==> config.mk <==
export PLATFORM = sky130hd
export DESIGN_NAME = mac_fifo_status_rx_queue
export DESIGN_NICKNAME = d
export VERILOG_FILES = /design/src/hdl/mac_status_pkg.sv /design/src/hdl/mac_fifo_status_rx_queue.sv
export VERILOG_INCLUDE_DIRS = /design/src /design/src/hdl
export SDC_FILE = /design/constraint.sdc
export NUM_CORES = 2
export LEC_CHECK = 0
export ABC_AREA = 1
export BUFFER_PORTS_ARGS = -buffer_cell sky130_fd_sc_hd__clkbuf_2
export CAP_MARGIN = 30
export CORE_AREA = 8 8 411 413
export CTS_CLUSTER_DIAMETER = 150
export DETAILED_ROUTE_END_ITERATION = 6
export DIE_AREA = 0 0 419 421
export PLACE_DENSITY = 0.65
export SETUP_SLACK_MARGIN = 0.2
export SLEW_MARGIN = 20
export SYNTH_ARGS = -nofsm -noshare
export SYNTH_HDL_FRONTEND = slang
export SYNTH_SLANG_ARGS = --single-unit
==> constraint.sdc <==
create_clock -name CLK -period 6.2 [get_ports CLK]
set_input_delay 1.24 -clock CLK [delete_from_list [all_inputs] [get_ports CLK]]
set_output_delay 1.24 -clock CLK [all_outputs]
set_load 0.01 [all_outputs]
==> src/hdl/mac_status_cfg.svh <==
// offsets, field positions and reset values of the mac status block
`ifndef MAC_STATUS_CFG_SVH
`define MAC_STATUS_CFG_SVH
// ----------------------------------------
// register byte addresses
// ----------------------------------------
`define ADDR_RX_FIFO 32'h400F_0200
`define ADDR_TX_FIFO 32'h400F_0204
`define ADDR_ACC 32'h400F_0208
`define ADDR_RX_ENA 32'h400F_0220
`define ADDR_QUEUE 32'h400F_1100
`define ADDR_RESET 32'h400F_0030
`define ADDR_RX_MODE 32'h400F_0240
`define ADDR_RX_READY 32'h400F_0244
`define ADDR_TX_MODE 32'h400F_0248
// ----------------------------------------
// field positions
// ----------------------------------------
`define RXF_FULL_BIT 31
`define RXF_EMPTY_BIT 30
`define RXF_READY_BIT 29
`define RXF_COUNT_LSB 17
`define TXF_FULL_BIT 31
`define TXF_EMPTY_BIT 30
`define TXF_STATE_LSB 27
`define TXF_RESULT_LSB 24
`define RST_ALL_BIT 31
`define RST_TX_BIT 15
`define RST_RX_BIT 14
`define RXM_FULL_LSB 16
`define RXM_EMPTY_LSB 0
`define TXM_EMPTY_LSB 11
`define TXM_FULL_LSB 9
`define DESC_NOT_EMPTY_BIT 31
`define DESC_VALID_BIT 28
`define DESC_WORD_LSB 16
// ----------------------------------------
// reset values and sizes
// ----------------------------------------
`define ACC_RESET 3'h3
`define RX_ENA_RESET 1'h1
`define RX_THRESH_RESET 12'h000
`define TX_EMPTY_CODE_RESET 3'h0
`define TX_FULL_CODE_RESET 2'h0
`define TX_THRESH_BASE 12'h004
`define QUEUE_DEPTH 64
`define QUEUE_COUNT_FULL 7'h40
`endif

==> src/hdl/mac_status_pkg.sv <==
// shared types of the mac status block
package mac_status_pkg;
  typedef logic [31:0] word_t;
  typedef logic [11:0] count_t;
  typedef struct packed {
    logic valid;
    count_t words;
    logic [15:0] addr;
  } desc_s;
endpackage

==> src/hdl/mac_fifo_status_rx_queue.sv <==
// fifo status, accelerator control and receive descriptor queue of the mac
//
// The Wishbone register port is this design's own decision.
`include "mac_status_cfg.svh"
`timescale 1ns/100ps
`default_nettype none
module mac_fifo_status_rx_queue (
  input wire logic CLK,
  input wire logic RST_N,
  input wire logic CYC_I,
  input wire logic STB_I,
  input wire logic WE_I,
  input wire logic [31:0] ADR_I,
  input wire logic [3:0] SEL_I,
  input wire logic [31:0] DAT_I,
  output logic [31:0] DAT_O,
  output logic ACK_O,
  input wire logic [11:0] RX_FIFO_WORDS,
  input wire logic [11:0] RX_FIFO_FREE,
  input wire logic [11:0] TX_FIFO_WORDS,
  input wire logic [11:0] TX_FIFO_FREE,
  input wire logic [2:0] TX_FIFO_STATE,
  input wire logic [2:0] TX_RESULT_FRAMES,
  input wire logic DMA_DONE,
  input wire logic DMA_DESC_VALID,
  input wire logic [11:0] DMA_DESC_WORDS,
  input wire logic [15:0] DMA_DESC_ADDR,
  output logic RX_CHECKSUM_OFF,
  output logic TX_ACCEL_ENABLE,
  output logic RX_ACCEL_ENABLE,
  output logic RX_MAC_ENABLE,
  output logic RX_COMPLETION_IRQ,
  output logic TX_PATH_RESET,
  output logic RX_PATH_RESET,
  output logic MODULE_RESET
);
  // ----------------------------------------
  // bus decode
  // ----------------------------------------
  logic [2:0] acc;
  logic rx_ena;
  logic [11:0] rx_full_threshold;
  logic [11:0] rx_empty_threshold;
  logic [11:0] rx_ready_threshold;
  logic [2:0] tx_empty_threshold;
  logic [1:0] tx_full_threshold;
  logic ack;
  logic [31:0] rdat;
  logic [6:0] count;
  logic [5:0] wr_ptr;
  logic [5:0] rd_ptr;
  logic irq;
  logic tx_rst;
  logic rx_rst;
  logic all_rst;
  mac_status_pkg::desc_s queue [`QUEUE_DEPTH];

  // soft reset takes the whole block down one cycle after its write
  wire rst = !RST_N || all_rst;
  wire access = CYC_I && STB_I && !ack;
  wire wr = access && WE_I;
  wire rd = access && !WE_I;
  wire hit_rxf = ADR_I == `ADDR_RX_FIFO;
  wire hit_txf = ADR_I == `ADDR_TX_FIFO;
  wire hit_acc = ADR_I == `ADDR_ACC;
  wire hit_ena = ADR_I == `ADDR_RX_ENA;
  wire hit_queue = ADR_I == `ADDR_QUEUE;
  wire hit_reset = ADR_I == `ADDR_RESET;
  wire hit_rxm = ADR_I == `ADDR_RX_MODE;
  wire hit_rxr = ADR_I == `ADDR_RX_READY;
  wire hit_txm = ADR_I == `ADDR_TX_MODE;
  wire [31:0] lane = {{8{SEL_I[3]}}, {8{SEL_I[2]}}, {8{SEL_I[1]}}, {8{SEL_I[0]}}};
  wire [31:0] wmask = lane & DAT_I;

  // ----------------------------------------
  // live fifo status
  // ----------------------------------------
  // tx thresholds are 4 << code; recomputed combinationally each cycle
  wire [11:0] tx_empty_words = `TX_THRESH_BASE << tx_empty_threshold;
  wire [11:0] tx_full_words = `TX_THRESH_BASE << tx_full_threshold;
  wire rx_full_flag = RX_FIFO_FREE <= rx_full_threshold;
  wire rx_empty_flag = RX_FIFO_WORDS <= rx_empty_threshold;
  wire rx_ready_flag = RX_FIFO_WORDS > rx_ready_threshold;
  wire tx_full_flag = TX_FIFO_FREE < tx_full_words;
  wire tx_empty_flag = TX_FIFO_WORDS <= tx_empty_words;

  logic [31:0] rx_status;
  logic [31:0] tx_status;
  always_comb begin
    rx_status = 32'h0000_0000;
    rx_status[`RXF_FULL_BIT] = rx_full_flag;
    rx_status[`RXF_EMPTY_BIT] = rx_empty_flag;
    rx_status[`RXF_READY_BIT] = rx_ready_flag;
    rx_status[`RXF_COUNT_LSB +: 12] = RX_FIFO_WORDS;
    tx_status = 32'h0000_0000;
    tx_status[`TXF_FULL_BIT] = tx_full_flag;
    tx_status[`TXF_EMPTY_BIT] = tx_empty_flag;
    tx_status[`TXF_STATE_LSB +: 3] = TX_FIFO_STATE;
    tx_status[`TXF_RESULT_LSB +: 3] = TX_RESULT_FRAMES;
  end

  // ----------------------------------------
  // descriptor queue
  // ----------------------------------------
  mac_status_pkg::desc_s head;
  assign head = queue[rd_ptr];
  wire not_empty = count != 7'h00;
  // a completion arriving with the queue full is dropped; 64 is the limit
  wire push = DMA_DONE && (count != `QUEUE_COUNT_FULL);
  wire pop = rd && hit_queue && not_empty;
  logic [6:0] next_count;
  always_comb begin
    next_count = count;
    if (push && !pop) begin
      next_count = count + 7'h01;
    end else if (pop && !push) begin
      next_count = count - 7'h01;
    end
  end

  logic [31:0] queue_word;
  always_comb begin
    queue_word = 32'h0000_0000;
    if (not_empty) begin
      queue_word[`DESC_NOT_EMPTY_BIT] = 1'b1;
      queue_word[`DESC_VALID_BIT] = head.valid;
      queue_word[`DESC_WORD_LSB +: 12] = head.words;
      queue_word[15:0] = head.addr;
    end
  end

  always_ff @(posedge CLK) begin
    if (push) begin
      queue[wr_ptr] <= '{valid: DMA_DESC_VALID, words: DMA_DESC_WORDS,
        addr: DMA_DESC_ADDR};
    end
  end

  always_ff @(posedge CLK) begin
    if (rst) begin
      count <= 7'h00;
      wr_ptr <= 6'h00;
      rd_ptr <= 6'h00;
      irq <= 1'b0;
    end else begin
      count <= next_count;
      if (push) begin
        wr_ptr <= wr_ptr + 6'h01;
      end
      if (pop) begin
        rd_ptr <= rd_ptr + 6'h01;
      end
      // level interrupt follows occupancy, drops once the last entry is read
      irq <= next_count != 7'h00;
    end
  end

  // ----------------------------------------
  // read mux
  // ----------------------------------------
  logic [31:0] rd_mux;
  always_comb begin
    rd_mux = 32'h0000_0000;
    if (hit_rxf) begin
      rd_mux = rx_status;
    end else if (hit_txf) begin
      rd_mux = tx_status;
    end else if (hit_acc) begin
      rd_mux = {29'h0000_0000, acc};
    end else if (hit_ena) begin
      rd_mux = {31'h0000_0000, rx_ena};
    end else if (hit_queue) begin
      rd_mux = queue_word;
    end else if (hit_rxm) begin
      rd_mux[`RXM_FULL_LSB +: 12] = rx_full_threshold;
      rd_mux[`RXM_EMPTY_LSB +: 12] = rx_empty_threshold;
    end else if (hit_rxr) begin
      rd_mux = {20'h0_0000, rx_ready_threshold};
    end else if (hit_txm) begin
      rd_mux[`TXM_EMPTY_LSB +: 3] = tx_empty_threshold;
      rd_mux[`TXM_FULL_LSB +: 2] = tx_full_threshold;
    end
  end

  // ----------------------------------------
  // bus answer
  // ----------------------------------------
  // every access, mapped or not, is answered one cycle after it starts
  always_ff @(posedge CLK) begin
    if (rst) begin
      ack <= 1'b0;
      rdat <= 32'h0000_0000;
    end else begin
      ack <= access;
      if (rd) begin
        rdat <= rd_mux;
      end
    end
  end

  // ----------------------------------------
  // control registers
  // ----------------------------------------
  always_ff @(posedge CLK) begin
    if (rst) begin
      acc <= `ACC_RESET;
      rx_ena <= `RX_ENA_RESET;
    end else if (wr && SEL_I[0]) begin
      if (hit_acc) begin
        acc <= DAT_I[2:0];
      end
      if (hit_ena) begin
        rx_ena <= DAT_I[0];
      end
    end
  end

  always_ff @(posedge CLK) begin
    if (rst) begin
      rx_full_threshold <= `RX_THRESH_RESET;
      rx_empty_threshold <= `RX_THRESH_RESET;
      rx_ready_threshold <= `RX_THRESH_RESET;
    end else if (wr) begin
      if (hit_rxm) begin
        rx_full_threshold <= (rx_full_threshold & ~lane[`RXM_FULL_LSB +: 12])
          | wmask[`RXM_FULL_LSB +: 12];
        rx_empty_threshold <= (rx_empty_threshold & ~lane[`RXM_EMPTY_LSB +: 12])
          | wmask[`RXM_EMPTY_LSB +: 12];
      end
      if (hit_rxr) begin
        rx_ready_threshold <= (rx_ready_threshold & ~lane[11:0]) | wmask[11:0];
      end
    end
  end

  always_ff @(posedge CLK) begin
    if (rst) begin
      tx_empty_threshold <= `TX_EMPTY_CODE_RESET;
      tx_full_threshold <= `TX_FULL_CODE_RESET;
    end else if (wr && hit_txm && SEL_I[1]) begin
      tx_empty_threshold <= DAT_I[`TXM_EMPTY_LSB +: 3];
      tx_full_threshold <= DAT_I[`TXM_FULL_LSB +: 2];
    end
  end

  // ----------------------------------------
  // reset strobes
  // ----------------------------------------
  // write-only pulses of one cycle; the register reads as zero
  wire rst_write = wr && hit_reset;
  always_ff @(posedge CLK) begin
    if (rst) begin
      tx_rst <= 1'b0;
      rx_rst <= 1'b0;
      all_rst <= 1'b0;
    end else begin
      tx_rst <= rst_write && SEL_I[1] && DAT_I[`RST_TX_BIT];
      rx_rst <= rst_write && SEL_I[1] && DAT_I[`RST_RX_BIT];
      all_rst <= rst_write && SEL_I[3] && DAT_I[`RST_ALL_BIT];
    end
  end

  // ----------------------------------------
  // outputs
  // ----------------------------------------
  assign ACK_O = ack;
  assign DAT_O = rdat;
  assign RX_CHECKSUM_OFF = acc[2];
  assign TX_ACCEL_ENABLE = acc[1];
  assign RX_ACCEL_ENABLE = acc[0];
  assign RX_MAC_ENABLE = rx_ena;
  assign RX_COMPLETION_IRQ = irq;
  assign TX_PATH_RESET = tx_rst;
  assign RX_PATH_RESET = rx_rst;
  assign MODULE_RESET = all_rst;
endmodule
`default_nettype wire

== Word-level counts from Yosys, hierarchy flattened ==
Memory sizes are Yosys's and may differ from the RTL's. A register that Yosys moved wholly into a read port is not among the register bits.
Index checks and enable logic that the tools add are counted.

* Bits in registers: 101
* Bits in writable memories: 1856
* Bits of input ports: 157
* Output and inout bits: 41
* Logic and storage cells: 96
* Memories: 1

* $add $sub $neg: 4
* Magnitude comparators: 5
* Equal/unequal tests: 10
* Shift-type cells: 2
* Mux-type cells: 19
* Bitwise gates (word level): 9
* Reductions and logical operators: 30

{| class="wikitable"
|+ Memories
! name !! depth !! width !! rd ports !! clocked after memory_dff !! write ports !! line !! RTL
|-
| queue || 64 || 29 || 1 || 1 || 1 || mac_fifo_status_rx_queue.sv:56 || <nowiki>mac_status_pkg::desc_s queue [`QUEUE_DEPTH];</nowiki>
|}

{| class="wikitable"
|+ Operator list
! operator !! count
|-
| 32-bit by 31-bit equality test with 1-bit output (second input constant) || 9
|-
| 32-bit two-way mux || 5
|-
| 12-bit AND || 3
|-
| 12-bit less-or-equal comparator || 3
|-
| 12-bit OR || 3
|-
| 29-bit two-way mux || 1
|-
| 28-bit AND || 1
|-
| 12-bit two-way mux || 2
|-
| 12-bit NOT || 2
|-
| 1-bit logical AND || 18
|-
| 7-bit two-way mux || 2
|-
| 7-bit nonzero test || 2
|-
| 6-bit by 1-bit adder with 6-bit output (second input constant) || 2
|-
| 12-bit greater-than comparator || 1
|-
| 12-bit < comparator || 1
|-
| 6-bit two-way mux || 2
|-
| 3-bit by 2-bit << shifter with 12-bit output (first input constant) || 1
|-
| 3-bit by 3-bit << shifter with 12-bit output (first input constant) || 1
|-
| 5-bit two-way mux || 2
|-
| 9-bit two-way mux || 1
|-
| 2-bit AND reduction || 4
|-
| 7-bit by 1-bit adder with 7-bit output (second input constant) || 1
|-
| 7-bit inequality test (second input constant) || 1
|-
| 7-bit by 1-bit subtractor with 7-bit output (second input constant) || 1
|-
| 4 further kinds || 10
|}

== Depth between registers and ports, before layout ==
* Depth in word-level cells: 9
* Gate-level depth with buffers: 16
* Depth with buffers taken out: 15

== Worst setup path before layout ==
No wires, ideal clock.

* Path type: input port to flip-flop
* Start point: in DMA_DONE
* End point: mem queue[63][0] (netlist name) (enable)
* Library setup time: 0.454 ns
* Data arrival time: 3.524 ns
* Required time: 5.746 ns
* Setup slack: 2.223 ns
* Cell stages on the path: 3
* Buffers on the path: 1
* Cell sequence: nand2_1 buf_2 nor3_1

* Longest elaborated chain between the ends: 3

{| class="wikitable"
|+ RTL lines
! what !! line !! RTL
|-
| start: declaration || mac_fifo_status_rx_queue.sv:24 || <nowiki>input wire logic DMA_DONE,</nowiki>
|-
| 1-bit logical AND || mac_fifo_status_rx_queue.sv:109 || <nowiki>wire push = DMA_DONE && (count != `QUEUE_COUNT_FULL);</nowiki>
|-
| 1-bit two-way mux || mac_fifo_status_rx_queue.sv:133 || <nowiki>if (push) begin</nowiki>
|-
| 1-bit two-way mux (implied by the code) || mac_fifo_status_rx_queue.sv:134 || <nowiki>queue[wr_ptr] <= '{valid: DMA_DESC_VALID, words: DMA_DESC_WORDS,</nowiki>
|-
| end: declaration || mac_fifo_status_rx_queue.sv:56 ||
|}

Every way passes these cells.

== Final worst setup path ==
* Start point: reg count[0]
* End point: mem queue[30][20] (netlist name) (enable)

* Longest elaborated chain between the ends: 4

{| class="wikitable"
|+ RTL lines
! what !! line !! RTL
|-
| start: declaration || mac_fifo_status_rx_queue.sv:49 || <nowiki>logic [6:0] count;</nowiki>
|-
| start signal: assignment || mac_fifo_status_rx_queue.sv:146 || <nowiki>count <= next_count;</nowiki>
|-
| 7-bit inequality test (no line) || -- ||
|-
| 1-bit logical AND || mac_fifo_status_rx_queue.sv:109 ||
|-
| 1-bit two-way mux || mac_fifo_status_rx_queue.sv:133 ||
|-
| 1-bit two-way mux (implied by the code) || mac_fifo_status_rx_queue.sv:134 ||
|}

Every way passes these cells.

==> impl_metrics.ini <==
[outcome]
status = finished, final reports clean

[synth]
netlist_instances = 7066
synth-seq-area-share_pct = 71.8
synthDistinctLibCells = 41
syn_nets = 7275
yosys_register_bits = 1963
synth.top_cell.area_share_pct = 69.1
synthTopCellsByArea = edfxtp_1 (69%), nand2_1 (9.6%), nand3_1 (7.0%), dfxtp_1 (2.7%), o21ai_0 (2.3%)
yosysWarnings = 0
syn_area_mm2 = 0.0807
avgSynthCellArea_um2 = 11.4
yosysTopAreaCell = edfxtp_1

[global_routing]
globalRouteTotalUtil_pct = 25.6
grt_max_degree = 184
antenna_found_initial = 7
grt_pass1_vias = 52100
overflow = 0
grt_pass1_wl_mm = 341

[timing]
rsz0062_at_grt = false
fin_setup_tns_ns = 0
finalCritPeriodShare_pct = 68.6
setup_ws_ns = 1.95
relSlewSlack_pct = 34.1
hold_viol = 0
worstMarginPinSlew_ns = 0.986
max_freq_mhz = 235
setup_violations = 0
skew_ns = 0.0346
period_minus_slack_ns = 4.25
slew_viol_final = 0

[detailed_routing]
via_count = 55500
drt_iter0_drc = 7560
vias_per_cell = 5.83
drt-met1-wl_mm = 94.9
dr.pass1.iters = 6
drc = 0
ant_nets = 0
met3WireLength_mm = 24.7
top_layer_used = met5
avgRoutedWirePerCell_um = 24.6
wl_met2_mm = 107
postRouteWirelength_mm = 234

[floorplan]
design.core.area_mm2 = 0.162
boundaryPins = 198
die_h_um = 421
start_util_pct = 49.8
die_x_um = 419
std_cell_rows = 148
die_area_mm2 = 0.176

[cts]
cts.sinks = 1963
clk_latency_ns = 0.84
hold_buffers = 0
clkTransAtPathRegs_ns = 0.06
cts_tree = yes
cts-root-buf = clkbuf_16
post_cts_resized = 0
cts_max_path_buffers = 3
cts-buffers-inserted = 192
cts_max_level = 4
cts_setup_buffers = 0

[run]
maxCapViolations = 0

[layout]
area_delta_synth_final_pct = 12.5
drive_above_1_share_pct = 9.74
fin_cells = 9517
fin_nets = 7387
fin_util_pct = 56.0
n_antenna_cell = 0

[hold_path]
hold_class = reg2reg

[place]
place_inst = 9158
pre_cts_ws_ns = 1.57
place_hpwl_mm = 131
port_buffers = 192
gp_congestion = 0.878

[worst_setup_path]
r2r-start = count[0]
r2r_setup_slack_ns = 1.95
crit_path_end = queue[30][20]
cp-end-kind = register
crit_type = reg2reg
required_ns = 6.69
worstRegToRegCells = 11
critPathLaunchType = register
crit_path_max_fanout = 16
crit_path_start = count[0]
reg2reg_to = queue[30][20]
crit_arrival_ns = 4.74

[power]
ir_drop_uv = 225
p_leak_nw = 32.1
powerDensity_mw_per_mm2 = 291
power_mw = 26.4
power by group:
part | switching, mW | internal (mW) | total [mW]
clock network | 4.96 | 6.23 | 11.2
registers | 0.0169 | 14.5 | 14.6
logic | 0.494 | 0.135 | 0.629
how the worst min path moves through the flow:
| stage | end | slack [ns] | startpoint | cells after the start |
|---|---|---|---|---|
| 2_1_floorplan | register | 0.45 | register | 2 |
| 4_1_cts | DAT_O[1] | 0.47 | DAT_O[1] | 2 |
| 5_1_grt | DAT_O[1] | 0.49 | DAT_O[1] | 2 |
| 6_report | DAT_O[1] | 0.47 | DAT_O[1] | 2 |
| 3_5_place_dp | DAT_O[1] | 0.46 | DAT_O[1] | 2 |
| 3_3_place_gp | DAT_O[24] | 0.45 | DAT_O[24] | 2 |
layout make-up:
type | count | area, um2
Fill cell | 13200 | 71200
Sequential cell | 1963 | 57900
Multi-Input combinational cell | 4502 | 20700
Clock buffer | 243 | 5090
Timing Repair Buffer | 349 | 2880
Tap cell | 2175 | 2720
Clock inverter | 115 | 876
Inverter | 170 | 669
routing by layer:
metal	up-vias	track usage [%]
met2	2844	39.8
met3	402	5.31
met1	27100	36.3
met5	-	0
li1	25100	-
met4	6	8.67
sequential cells by signal (all words and copies together) (netlist names), named ones only:
| name | flops |
|---|---|
| ACK_O | 1 |
| DAT_O | 32 |
| MODULE_RESET | 1 |
| RX_COMPLETION_IRQ | 1 |
| RX_MAC_ENABLE | 1 |
| RX_PATH_RESET | 1 |
| TX_PATH_RESET | 1 |
| acc | 3 |
| count | 7 |
| queue | 1856 |
| rd_ptr | 6 |
| tx_empty_threshold | 3 |
| tx_full_threshold | 2 |
| wr_ptr | 6 |
placed cells by master (no fill, tap or decap), drive strengths merged, types with 2 or more instances in the layout:
| cell type | synthesis | final |
|---|---|---|
| nor3b | 2 | 2 |
| o211ai | 3 | 3 |
| clkinvlp | 0 | 4 |
| nand4 | 18 | 18 |
| dfxtp | 107 | 107 |
| nor4 | 3 | 3 |
| a21oi | 159 | 159 |
| o21ai | 401 | 401 |
| a31oi | 2 | 2 |
| bufinv | 0 | 10 |
| clkbuf | 175 | 435 |
| o2111ai | 2 | 2 |
| o22ai | 144 | 144 |
| edfxtp | 1856 | 1856 |
| buf | 256 | 157 |
| inv | 169 | 181 |
| a21o | 2 | 2 |
| nand3 | 1132 | 1132 |
| nor2 | 466 | 466 |
| a211oi | 19 | 19 |
| nand2 | 2067 | 2067 |
| ha | 52 | 52 |
| clkinv | 1 | 90 |
| xor2 | 6 | 6 |
| nor3 | 18 | 18 |
Yosys cell counts:
cell          n
a21o_1        2
o2111ai_1     2
ha_1         52
a31oi_1       2
o31ai_1       1
clkbuf_1    175
a21boi_0      1
nand2_2       2
dfxtp_1     107
a21oi_1     159
o21ai_0     363
nand3_1    1128
xor2_1        6
a211oi_1     19
buf_2       190
nor4_1        3
nor2_1      459
nand4_1      18
buf_4        25
o21ai_1      38
nor2_2        5
nand2_1    2065
inv_1       163
o311ai_0      1
nor3b_1       2
nor2_4        2
clkinv_1      1
or3_1         1
xnor2_1       1
nand3b_1      1
nor3_1       15
nor3_2        2
nand3_2       1
nand3_4       3
buf_1        37
nor3_4        1
o211ai_1      3
o22ai_1     144
buf_6         4
inv_2         6
edfxtp_1   1856
cells by family (layout without fill, tap and decap cells):
| family | Yosys count | count (layout) | synth area share [%] |
|---|---|---|---|
| compound gates | 735 | 735 | 4.88 |
| xor+xnor | 7 | 7 | 0.0760 |
| fa+ha+maj | 52 | 52 | 0.807 |
| buf+inv | 601 | 877 | 3.25 |
| flops | 1963 | 1963 | 71.8 |
| simple gates | 3708 | 3708 | 19.2 |
worst max-delay path, stage by stage, from the launching register on:
cell     delay (ns)
dfxtp_1        0.37
inv_1          0.10
ha_1           0.23
nand2_1        0.09
nor2_1         0.08
nand2_1        0.06
nand2_1        0.44
inv_1          0.63
nand4_1        0.50
buf_4          0.38
nor2_4         0.55
buf_4          0.44
metrics by stage:
step,hold WS (ns),cell area (um2)
after floorplan,0.448,80700
after global placement,0.453,84100
after detailed placement,0.457,84800
after CTS,0.467,90800
after global routing,0.490,90800
final,0.465,90800
Power figures use the tool's default switching activity.
